==> config.mk <==
export PLATFORM = sky130hd
export DESIGN_NAME = asc_scaler
export DESIGN_NICKNAME = d
export VERILOG_FILES = /design/src/inc/asc_pkg.sv /design/src/verilog/asc_lag_filter.sv /design/src/verilog/asc_interp.sv /design/src/verilog/asc_scaler.sv
export VERILOG_INCLUDE_DIRS = /design/src /design/src/inc
export SDC_FILE = /design/constraint.sdc
export NUM_CORES = 2
export LEC_CHECK = 0
export ABC_CLOCK_PERIOD_IN_PS = 116400
export BUFFER_PORTS_ARGS = -buffer_cell sky130_fd_sc_hd__buf_2
export CAP_MARGIN = 20
export CORE_ASPECT_RATIO = 1.4
export CORE_MARGIN = 5
export CORE_UTILIZATION = 50
export DETAILED_ROUTE_END_ITERATION = 6
export PLACE_DENSITY_LB_ADDON = 0.15
export RECOVER_POWER = 50
export SLEW_MARGIN = 20
export SYNTH_ARGS = -nofsm -noshare
export SYNTH_HDL_FRONTEND = slang
export SYNTH_SLANG_ARGS = --single-unit
==> constraint.sdc <==
create_clock -name mclk_i -period 116.4 [get_ports mclk_i]
set_clock_uncertainty 0.1 [all_clocks]
set_input_delay 11.64 -clock mclk_i [delete_from_list [all_inputs] [get_ports mclk_i]]
set_output_delay 11.64 -clock mclk_i [all_outputs]
set_load 0.1 [all_outputs]
==> src/inc/asc_map.svh <==
// register offsets, reset values, limits and timing counts of the set-point scaler
`ifndef ASC_MAP_SVH
`define ASC_MAP_SVH

// byte offsets on the register bus
`define ASC_OFF_RANGE        8'h00
`define ASC_OFF_TYPE         8'h04
`define ASC_OFF_FILTER       8'h08
`define ASC_OFF_DISPLAY      8'h0C
`define ASC_OFF_VIEW         8'h10
`define ASC_OFF_THERM        8'h14
`define ASC_OFF_FIRST_GFREQ  8'h18
`define ASC_OFF_SECOND_GFREQ 8'h1C
`define ASC_OFF_FIRST_BFREQ  8'h20
`define ASC_OFF_FIRST_BLEV   8'h24
`define ASC_OFF_FIRST_GLEV   8'h28
`define ASC_OFF_SECOND_BFREQ 8'h2C
`define ASC_OFF_SECOND_BLEV  8'h30
`define ASC_OFF_SECOND_GLEV  8'h34
`define ASC_OFF_STATUS       8'h38
`define ASC_OFF_LEVEL        8'h3C
`define ASC_OFF_FREQ         8'h40

// reset values (frequency in 0.01 Hz, level in 0.1 %)
`define ASC_RST_RANGE        4'h1
`define ASC_RST_TYPE         2'h0
`define ASC_RST_FILTER       4'h1
`define ASC_RST_DISPLAY      1'h0
`define ASC_RST_VIEW         16'h0000
`define ASC_RST_THERM        16'h270F
`define ASC_RST_GFREQ        16'h1388
`define ASC_RST_BFREQ        16'h0000
`define ASC_RST_FIRST_BLEV   12'h000
`define ASC_RST_SECOND_BLEV  12'h0C8
`define ASC_RST_GLEV         12'h3E8

// legal limits and codes
`define ASC_THERM_OFF        16'h270F
`define ASC_MAX_FREQ         16'h9C40
`define ASC_MAX_LEVEL        12'hBB8
`define ASC_MAX_FILTER       4'h8
`define ASC_SCALE_FULL       12'h3E8
`define ASC_SCALE_HALF       12'h7D0

// filter sample period and per-setting shift (setting 8 in the top nibble)
`define ASC_CLK_PERIOD_NS    10
`define ASC_FILT_TICK_US     500
`define ASC_FILT_SHIFTS      36'hBA8764321

`endif

==> src/inc/asc_pkg.sv <==
// types shared by the analog set-point scaler modules
package asc_pkg;

  typedef struct packed {
    logic        read;
    logic        write;
    logic [7:0]  address;
    logic [31:0] writedata;
    logic [3:0]  byteenable;
  } asc_avs_req_t;

  typedef struct packed {
    logic [31:0] readdata;
    logic        waitrequest;
  } asc_avs_rsp_t;

  // one calibration set per analog input
  typedef struct packed {
    logic [15:0] bias_freq;
    logic [15:0] gain_freq;
    logic [11:0] bias_level;
    logic [11:0] gain_level;
  } asc_cal_t;

  typedef struct packed {
    logic [23:0] acc;
  } asc_filt_state_t;

  typedef struct packed {
    logic [16:0] freq;
  } asc_interp_state_t;

  typedef struct packed {
    logic [3:0]        range;
    logic [1:0]        in_type;
    logic [3:0]        filter;
    logic              display;
    logic [15:0]       view;
    logic [15:0]       therm;
    asc_cal_t [1:0]    cal;
    logic [19:0]       tick_cnt;
    logic              waitreq;
    logic [31:0]       rdata;
    logic [16:0]       freq;
    logic              valid;
    logic              reverse;
    logic              second;
    logic              mismatch;
  } asc_state_t;

endpackage

==> src/verilog/asc_lag_filter.sv <==
// first-order lag filter for one analog input channel
`include "asc_map.svh"

module asc_lag_filter #(
  parameter int WIDTH = 12
) (
  // clock and reset
  input  wire logic             mclk_i,
  input  wire logic             reset_i,
  // control
  input  wire logic             tick_i,
  input  wire logic [3:0]       setting_i,
  // data
  input  wire logic [WIDTH-1:0] sample_i,
  output logic      [WIDTH-1:0] level_o
);
  import asc_pkg::*;

  localparam logic [35:0] SHIFTS = `ASC_FILT_SHIFTS;

  asc_filt_state_t st;
  asc_filt_state_t next_st;
  logic [3:0]      shift;
  logic signed [24:0] diff;

  always_comb begin
    next_st = st;
    shift   = SHIFTS[{setting_i, 2'b00} +: 4];
    diff    = $signed({1'b0, sample_i, 12'h000}) - $signed({1'b0, st.acc});
    // time constant doubles per step of the shift, roughly 1 ms up to 1 s
    if (tick_i) begin
      next_st.acc = st.acc + 24'(diff >>> shift);
    end
  end

  always_ff @(posedge mclk_i) begin
    if (reset_i) begin
      st <= '0;
    end else begin
      st <= next_st;
    end
  end

  assign level_o = st.acc[23:12];

endmodule // asc_lag_filter

==> src/verilog/asc_interp.sv <==
// bias/gain interpolation of one filtered level into a signed frequency
`include "asc_map.svh"

module asc_interp (
  // clock and reset
  input  wire logic               mclk_i,
  input  wire logic               reset_i,
  // operands
  input  wire logic [11:0]        level_i,
  input  wire asc_pkg::asc_cal_t  cal_i,
  input  wire logic               reversible_i,
  // result, 0.01 Hz, two's complement
  output logic [16:0]             freq_o
);
  import asc_pkg::*;

  asc_interp_state_t  st;
  asc_interp_state_t  next_st;
  logic signed [17:0] fspan;
  logic signed [13:0] loff;
  logic signed [13:0] lspan;
  logic signed [31:0] prod;
  logic signed [31:0] res;

  always_comb begin
    next_st = st;
    fspan   = $signed({2'b00, cal_i.gain_freq}) - $signed({2'b00, cal_i.bias_freq});
    loff    = $signed({2'b00, level_i}) - $signed({2'b00, cal_i.bias_level});
    lspan   = $signed({2'b00, cal_i.gain_level}) - $signed({2'b00, cal_i.bias_level});
    prod    = 32'(fspan * loff);
    res     = 32'(cal_i.bias_freq);
    // a bias frequency above the gain frequency just gives a negative span
    if (level_i >= cal_i.gain_level) begin
      res = 32'(cal_i.gain_freq);
    end else if (lspan <= 0) begin
      res = 32'(cal_i.bias_freq);
    end else if (!reversible_i && loff <= 0) begin
      res = 32'(cal_i.bias_freq);
    end else begin
      // below the bias point reversible mode extrapolates to negative values
      // bias kept signed so a negative quotient is not taken as a huge unsigned one
      res = $signed(32'(cal_i.bias_freq)) + prod / 32'(lspan);
    end
    if (res > 32'sh0000_9C40) begin
      res = 32'sh0000_9C40;
    end else if (res < -32'sh0000_9C40) begin
      res = -32'sh0000_9C40;
    end
    next_st.freq = res[16:0];
  end

  always_ff @(posedge mclk_i) begin
    if (reset_i) begin
      st <= '0;
    end else begin
      st <= next_st;
    end
  end

  assign freq_o = st.freq;

endmodule // asc_interp

==> src/verilog/asc_scaler.sv <==
// analog set-point scaler: input select, filter, calibration and register slave
//
// Design decisions made here: the Avalon-MM slave port and the register addresses.
`include "asc_map.svh"

// Summary of operation
// second input is a frequency source only while its select input is high
// thermistor level other than 9999 disables the first input as command
// first input full scale 5 V or 10 V maps to gain frequency
// operator picks range 0 or 10 before applying 10 V
// second input type 1 or 2 with switch at voltage means voltage input
// range 10 and 11 allow reverse rotation on either input
// reversible default: second input below 4 mA reverses, above runs forward
// first-order lag filter, setting 0 to 8, about 1 ms to 1 s
// gain frequency per input, 0 to 400 Hz, default 50 Hz
// bias frequency per input, 0 to 400 Hz, default 0 Hz
// first input bias/gain level 0 to 300 %, default 0 % and 100 %
// second input bias/gain level 0 to 300 %, default 20 % and 100 %
// bias frequency above gain frequency gives an inverse characteristic
// display unit 0 shows percent, 1 shows volt or milliamp
// range, filter and calibration writable only while extended view is 0
// display unit writable at any time regardless of write protection
// gain frequency sets top frequency directly; range leaves ramp slopes alone
// range codes: 0 is 10 V, 1 is 5 V, 10 and 11 the same reversible
// command clamps to bias frequency below bias level, gain frequency above; in range 10 and 11 the code extrapolates below bias instead
// operator assigns the select function by writing code 4 to a terminal
// linear interpolation between bias and gain, signed in reversible mode
module asc_scaler #(
  parameter int TICK_CYCLES = (`ASC_FILT_TICK_US * 1000) / `ASC_CLK_PERIOD_NS
) (
  // clock and reset
  input  wire logic                  mclk_i,
  input  wire logic                  reset_i,
  // register bus
  input  wire asc_pkg::asc_avs_req_t avs_req_i,
  output asc_pkg::asc_avs_rsp_t      avs_rsp_o,
  // analog levels, 12-bit converter codes, full code = 10 V or 20 mA
  input  wire logic [11:0]           first_level_i,
  input  wire logic [11:0]           second_level_i,
  input  wire logic                  second_input_select_i,
  input  wire logic                  current_switch_i,
  // frequency command
  output logic [16:0]                freq_cmd_o,
  output logic                       cmd_valid_o,
  output logic                       reverse_o,
  output logic                       second_active_o,
  output logic                       type_mismatch_o,
  output logic                       level_display_unit_o
);
  import asc_pkg::*;

  asc_state_t  st;
  asc_state_t  next_st;
  logic        tick;
  logic [11:0] raw [2];
  logic [11:0] filt [2];
  logic [11:0] pct [2];
  logic [11:0] scale [2];
  logic [1:0]  unit [2];
  logic [16:0] interp_freq;
  logic [11:0] act_level;
  asc_cal_t    act_cal;
  logic [31:0] rd_val;
  logic [31:0] be_mask;
  logic [31:0] wr_val;
  logic [11:0] wr_level;
  logic        locked;
  logic        reversible;

  // display unit codes: 0 = 0-5 V, 1 = 0-10 V, 2 = 0-20 mA
  function automatic logic [15:0] to_disp(input logic [11:0] p, input logic [1:0] u,
                                          input logic en);
    logic [15:0] v;
    v = {4'h0, p};
    if (en) begin
      unique case (u)
        2'h0:    v = {5'h00, p[11:1]};
        2'h2:    v = {3'h0, p, 1'b0};
        default: v = {4'h0, p};
      endcase
    end
    return v;
  endfunction

  function automatic logic [11:0] from_disp(input logic [15:0] v, input logic [1:0] u,
                                            input logic en);
    logic [16:0] p;
    p = {1'b0, v};
    if (en) begin
      unique case (u)
        2'h0:    p = {v, 1'b0};
        2'h2:    p = {2'b00, v[15:1]};
        default: p = {1'b0, v};
      endcase
    end
    return (p > 17'(`ASC_MAX_LEVEL)) ? 12'hFFF : p[11:0];
  endfunction

  assign raw[0] = first_level_i;
  assign raw[1] = second_level_i;

  // range code bit 0 set means the 5 V span on the first input
  assign unit[0] = st.range[0] ? 2'h0 : 2'h1;
  assign unit[1] = (st.in_type == 2'h1) ? 2'h0 : ((st.in_type == 2'h2) ? 2'h1 : 2'h2);
  assign reversible = st.range[3];
  assign tick = (st.tick_cnt == 20'(TICK_CYCLES - 1));

  for (genvar g = 0; g < 2; g++) begin : g_chan
    logic [23:0] prod;
    asc_lag_filter #(
      .WIDTH     (12)
    ) u_filter (
      .mclk_i    (mclk_i),
      .reset_i   (reset_i),
      .tick_i    (tick),
      .setting_i (st.filter),
      .sample_i  (raw[g]),
      .level_o   (filt[g])
    );
    // half-scale code is full scale on a 5 V span
    assign scale[g] = (unit[g] == 2'h0) ? `ASC_SCALE_HALF : `ASC_SCALE_FULL;
    assign prod     = filt[g] * scale[g];
    assign pct[g]   = prod[23:12];
  end

  // terminal select picks the second input, otherwise the first
  assign act_level = second_input_select_i ? pct[1] : pct[0];
  assign act_cal   = second_input_select_i ? st.cal[1] : st.cal[0];

  asc_interp u_interp (
    .mclk_i       (mclk_i),
    .reset_i      (reset_i),
    .level_i      (act_level),
    .cal_i        (act_cal),
    .reversible_i (reversible),
    .freq_o       (interp_freq)
  );

  // read view of every register; levels appear in the chosen display unit
  always_comb begin
    rd_val = 32'h0000_0000;
    unique case (avs_req_i.address)
      `ASC_OFF_RANGE:        rd_val = {28'h0, st.range};
      `ASC_OFF_TYPE:         rd_val = {30'h0, st.in_type};
      `ASC_OFF_FILTER:       rd_val = {28'h0, st.filter};
      `ASC_OFF_DISPLAY:      rd_val = {31'h0, st.display};
      `ASC_OFF_VIEW:         rd_val = {16'h0, st.view};
      `ASC_OFF_THERM:        rd_val = {16'h0, st.therm};
      `ASC_OFF_FIRST_GFREQ:  rd_val = {16'h0, st.cal[0].gain_freq};
      `ASC_OFF_SECOND_GFREQ: rd_val = {16'h0, st.cal[1].gain_freq};
      `ASC_OFF_FIRST_BFREQ:  rd_val = {16'h0, st.cal[0].bias_freq};
      `ASC_OFF_SECOND_BFREQ: rd_val = {16'h0, st.cal[1].bias_freq};
      `ASC_OFF_FIRST_BLEV:   rd_val = {16'h0, to_disp(st.cal[0].bias_level, unit[0],
                                                      st.display)};
      `ASC_OFF_FIRST_GLEV:   rd_val = {16'h0, to_disp(st.cal[0].gain_level, unit[0],
                                                      st.display)};
      `ASC_OFF_SECOND_BLEV:  rd_val = {16'h0, to_disp(st.cal[1].bias_level, unit[1],
                                                      st.display)};
      `ASC_OFF_SECOND_GLEV:  rd_val = {16'h0, to_disp(st.cal[1].gain_level, unit[1],
                                                      st.display)};
      `ASC_OFF_STATUS:       rd_val = {28'h0, st.mismatch, st.reverse, st.second, st.valid};
      `ASC_OFF_LEVEL:        rd_val = {16'h0, to_disp(act_level,
                                                      second_input_select_i ? unit[1] : unit[0],
                                                      st.display)};
      `ASC_OFF_FREQ:         rd_val = {{15{st.freq[16]}}, st.freq};
      default:               rd_val = 32'h0000_0000;
    endcase
  end

  for (genvar b = 0; b < 4; b++) begin : g_lane
    assign be_mask[b*8 +: 8] = {8{avs_req_i.byteenable[b]}};
  end

  // byte lanes not enabled keep the value seen on read
  assign wr_val = (rd_val & ~be_mask) | (avs_req_i.writedata & be_mask);

  always_comb begin
    next_st  = st;
    locked   = (st.view != 16'h0000);
    wr_level = 12'h000;
    // filter sample tick divider
    next_st.tick_cnt = tick ? 20'h00000 : st.tick_cnt + 20'h00001;

    // one wait cycle, then the answer; a write lands on the edge waitrequest is low
    next_st.waitreq = 1'b1;
    if ((avs_req_i.read || avs_req_i.write) && st.waitreq) begin
      next_st.waitreq = 1'b0;
      next_st.rdata   = avs_req_i.read ? rd_val : 32'h0000_0000;
    end
    if (!st.waitreq && avs_req_i.write) begin
      unique case (avs_req_i.address)
        `ASC_OFF_RANGE: begin
          // codes 0, 1, 10 and 11 only
          if (!locked && (wr_val[3:0] == 4'h0 || wr_val[3:0] == 4'h1 ||
                          wr_val[3:0] == 4'hA || wr_val[3:0] == 4'hB)) begin
            next_st.range = wr_val[3:0];
          end
        end
        `ASC_OFF_TYPE: begin
          if (!locked && wr_val[1:0] != 2'h3) begin
            next_st.in_type = wr_val[1:0];
          end
        end
        `ASC_OFF_FILTER: begin
          if (!locked && wr_val[3:0] <= `ASC_MAX_FILTER) begin
            next_st.filter = wr_val[3:0];
          end
        end
        `ASC_OFF_DISPLAY: begin
          next_st.display = wr_val[0];
        end
        `ASC_OFF_VIEW: begin
          next_st.view = wr_val[15:0];
        end
        `ASC_OFF_THERM: begin
          next_st.therm = wr_val[15:0];
        end
        `ASC_OFF_FIRST_GFREQ, `ASC_OFF_SECOND_GFREQ: begin
          // takes effect on the command at once, no input level needed
          if (!locked && wr_val[15:0] <= `ASC_MAX_FREQ) begin
            next_st.cal[avs_req_i.address[2]].gain_freq = wr_val[15:0];
          end
        end
        `ASC_OFF_FIRST_BFREQ: begin
          if (!locked && wr_val[15:0] <= `ASC_MAX_FREQ) begin
            next_st.cal[0].bias_freq = wr_val[15:0];
          end
        end
        `ASC_OFF_SECOND_BFREQ: begin
          if (!locked && wr_val[15:0] <= `ASC_MAX_FREQ) begin
            next_st.cal[1].bias_freq = wr_val[15:0];
          end
        end
        `ASC_OFF_FIRST_BLEV, `ASC_OFF_FIRST_GLEV: begin
          wr_level = from_disp(wr_val[15:0], unit[0], st.display);
          if (!locked && wr_level <= `ASC_MAX_LEVEL) begin
            if (avs_req_i.address == `ASC_OFF_FIRST_BLEV) begin
              next_st.cal[0].bias_level = wr_level;
            end else begin
              next_st.cal[0].gain_level = wr_level;
            end
          end
        end
        `ASC_OFF_SECOND_BLEV, `ASC_OFF_SECOND_GLEV: begin
          wr_level = from_disp(wr_val[15:0], unit[1], st.display);
          if (!locked && wr_level <= `ASC_MAX_LEVEL) begin
            if (avs_req_i.address == `ASC_OFF_SECOND_BLEV) begin
              next_st.cal[1].bias_level = wr_level;
            end else begin
              next_st.cal[1].gain_level = wr_level;
            end
          end
        end
        default: begin
          next_st.view = st.view;
        end
      endcase
    end

    // a type/switch disagreement blocks the second input rather than guess
    next_st.mismatch = ((st.in_type == 2'h0) != current_switch_i);
    next_st.second   = second_input_select_i;
    if (second_input_select_i) begin
      next_st.valid = !next_st.mismatch;
    end else begin
      next_st.valid = (st.therm == `ASC_THERM_OFF);
    end
    // default second-input bias of 20 % puts reverse below 4 mA
    next_st.freq    = next_st.valid ? interp_freq : 17'h00000;
    next_st.reverse = next_st.valid && interp_freq[16];
  end

  always_ff @(posedge mclk_i) begin
    if (reset_i) begin
      st                   <= '0;
      st.range             <= `ASC_RST_RANGE;
      st.in_type           <= `ASC_RST_TYPE;
      st.filter            <= `ASC_RST_FILTER;
      st.display           <= `ASC_RST_DISPLAY;
      st.view              <= `ASC_RST_VIEW;
      st.therm             <= `ASC_RST_THERM;
      st.cal[0].gain_freq  <= `ASC_RST_GFREQ;
      st.cal[0].bias_freq  <= `ASC_RST_BFREQ;
      st.cal[0].bias_level <= `ASC_RST_FIRST_BLEV;
      st.cal[0].gain_level <= `ASC_RST_GLEV;
      st.cal[1].gain_freq  <= `ASC_RST_GFREQ;
      st.cal[1].bias_freq  <= `ASC_RST_BFREQ;
      st.cal[1].bias_level <= `ASC_RST_SECOND_BLEV;
      st.cal[1].gain_level <= `ASC_RST_GLEV;
      st.waitreq           <= 1'b1;
    end else begin
      st <= next_st;
    end
  end

  // every output straight from the state register
  assign avs_rsp_o.readdata    = st.rdata;
  assign avs_rsp_o.waitrequest = st.waitreq;
  assign freq_cmd_o            = st.freq;
  assign cmd_valid_o           = st.valid;
  assign reverse_o             = st.reverse;
  assign second_active_o       = st.second;
  assign type_mismatch_o       = st.mismatch;
  assign level_display_unit_o  = st.display;

endmodule // asc_scaler

==> metrics <==
FF-to-FF Start st[224]; Cell Area, Synth 0.0661 sq mm; dominant synthesized flop cell dfxtp_1; Tcrit/Tclk final 95.4%; RR Endpoint u_interp.freq_o[6]; Avg Synthesized Cell Area 7.40 sq um; slowest cell on the critical path o311ai_1; setup_tns 0 ns; Hold Path End freq_cmd_o[9]; achievable frequency 0.00901 GHz; P&R area growth vs syn 6.63%; worst-case reg-to-reg path depth 377; Worst EP required 116.77 ns; full die area 0.140 sq mm; Congestion Overflow GR 0; Worst path most repeated cell a21oi_1; # rows 158; share of cells above drive strength 1 6.45%; antenna violations before repair 5; CTS Buffer Depth 3; Final #Nets 10300; failing checks design-rule violations, max-capacitance violations, max-slew violations; number of synthesized flops with an enable pin 0; GRT met3 Usage 3.37%; Placer Congestion 1.02; Top Usage Layer GRT met2; status finished with violations; pins over their slew limit 173; clk root buf clkbuf_16; Reg2Reg Setup Slack 12.56 ns; initial DRC count 4653; IO Count 129; Seq/Total Area, Yosys 8.45%; total CTS buffers 28; Netlist cell types 110; register bit total from synthesis 279; I/O Buffers 110; Post-Syn Instances 8939; worst hold path class flip-flop to flip-flop; DR vias 67300; worst setup path class primary input to flip-flop; WHS Path Cells 1; GR Layer Usage met1 33.0%; Worst path max stage delay 1.11 ns; largest net degree at the start of global routing 117; drt wl/cell 22.3 um; crit-path max FO 51; Clk Latency, worst-skew pair 0.64 ns; CP Capture Type flip-flop; vias in the first global route 66900; Num Clock Sinks 279; Min Clock Period, post-route 111.01 ns; Hold Fails Final Rpt 0; total track usage 33.3%; Async S/R FF share, synth 0%; Die W 317 um; endpoints failing setup 0; # DRC 5; warnings from Yosys 0; Max-Cap Viols 2; htree depth 1; critical path arrival 111.38 ns; die height 440 um; Slew HR -252%; Post-CTS Hold Buffers 0; Starting Density 50.1%; hold wc startpoint u_interp.freq_o[9]; Post-DP HPWL 196 mm; Worst Setup Start Kind primary input; core area 0.132 sq mm; met2 Track Usage GR 61.2%; Routed Antenna Nets 0; first-pass iteration count of the detailed router 7; first-pass GRT wire length 369 mm; vias per cell 6.21; setup repair after global routing missed its margin no; worst setup path start second_input_select_i; final wirelength 242 mm; CTS tree built; Worst Max-Slew Pin Slew 5.28 ns; clk slew on worst S/H paths 0.07 ns
[per-layer routing]
layer | vias up | part of all wire, %
li1 | 32000 | -
met1 | 32000 | 34
met2 | 2262 | 50
met3 | 988 | 4.7
met4 | 4 | 11
met5 | - | 0.0095
[registers in the layout, summed over array words and instances, names as in the netlist]
name / count
freq_cmd_o: 17
avs_rsp_o: 18
cmd_valid_o: 1
second_active_o: 1
u_interp.freq_o: 17
level_display_unit_o: 1
st: 173
reversible: 1
g_chan.u_filter.st: 48
type_mismatch_o: 1
reverse_o: 1
[area by class of cell]
class,instances,area (sq um)
Antenna cell,1,2.50
Clock buffer,35,767
Clock inverter,17,284
Fill cell,13200,61400
Inverter,624,2340
Multi-Input combinational cell,7842,57600
Sequential cell,279,5590
Tap cell,1760,2200
Timing Repair Buffer,279,1740
[critical path, delay by kind of cell]
| kind | cells | cell delay, ns |
|---|---|---|
| xor+xnor | 4 | 0.67 |
| fa+ha+maj | 40 | 13.95 |
| compound gates | 200 | 52.73 |
| mux | 6 | 2.34 |
| buf+inv | 33 | 7.01 |
| simple gates | 79 | 22.80 |
[metrics by stage]
stage                     hold WS, ns  setup slack, ns  area, sq um  util (%)  instances
after floorplan                 0.306            19.96        66900         -       9151
after global placement          0.310             6.06        69500      52.7      10800
after detailed placement        0.315             5.41        69500      52.7      10800
after CTS                       0.331             5.70        70500      53.5      10800
after global routing            0.348            0.177        70500      53.5      10800
final                           0.320             5.39        70500      53.5      10800
[cell usage after synthesis (all sizes together) (179+ instances only)]
cell,count,area share [%]
nand3,181,1.4
nor2,873,5.0
o21ai,423,3.2
xor2,179,2.4
inv,622,3.5
a21o,218,2.5
fa,331,10
ha,842,16
clkbuf,305,1.7
dfxtp,279,8.4
nand2,971,5.5
nor3,227,1.7
o21a,189,2.1
xnor2,363,4.8
mux2i,218,3.3
a21oi,750,5.7
[how the worst max path moves through the flow]
| stage | end | slack (ns) | cells past startpoint |
|---|---|---|---|
| after floorplan | u_interp.freq_o[5] | 19.96 | 386 |
| after global placement | u_interp.freq_o[14] | 6.06 | 341 |
| after detailed placement | u_interp.freq_o[14] | 5.41 | 349 |
| after CTS | u_interp.freq_o[14] | 5.70 | 346 |
| after global routing | u_interp.freq_o[4] | 0.18 | 364 |
| final | u_interp.freq_o[6] | 5.39 | 362 |
[layout by cell type (no fill, tap or decap), types with 99 or more instances in the layout]
cell / instances
a21o_1: 217
a21oi_1: 743
buf_4: 166
conb_1: 214
dfxtp_1: 279
fa_1: 331
ha_1: 841
inv_1: 622
mux2_2: 116
mux2i_1: 215
nand2_1: 970
nand2b_1: 116
nand3_1: 181
nor2_1: 869
nor2b_1: 124
nor3_1: 223
o21a_1: 189
o21ai_0: 397
o21bai_1: 99
xnor2_1: 347
xor2_1: 177
[kinds of logic (layout without fill, tap and decap cells)]
group | count (synthesis) | count (layout) | share of synthesized area [%]
other | 2 | 215 | 0.0114
XOR/XNOR | 542 | 542 | 7.19
flip-flops | 279 | 279 | 8.45
AO/OA/AOI/OAI | 2518 | 2518 | 25.3
buffers and inverters | 1030 | 955 | 6.17
AND/OR/NAND/NOR | 3059 | 3059 | 21.6
multiplexers | 335 | 335 | 5.29
adder cells (fa/ha/maj) | 1174 | 1174 | 26.0
[timing repair]
action / CTS / global route
gates resized for setup: 0 / 4
buffers inserted: 0 / 1
endpoints found under the setup margin: 0 / 16
Power is left out: the tool's default activity adds up to more than one toggle a clock period on the data nets, which glitch-free logic cannot reach.
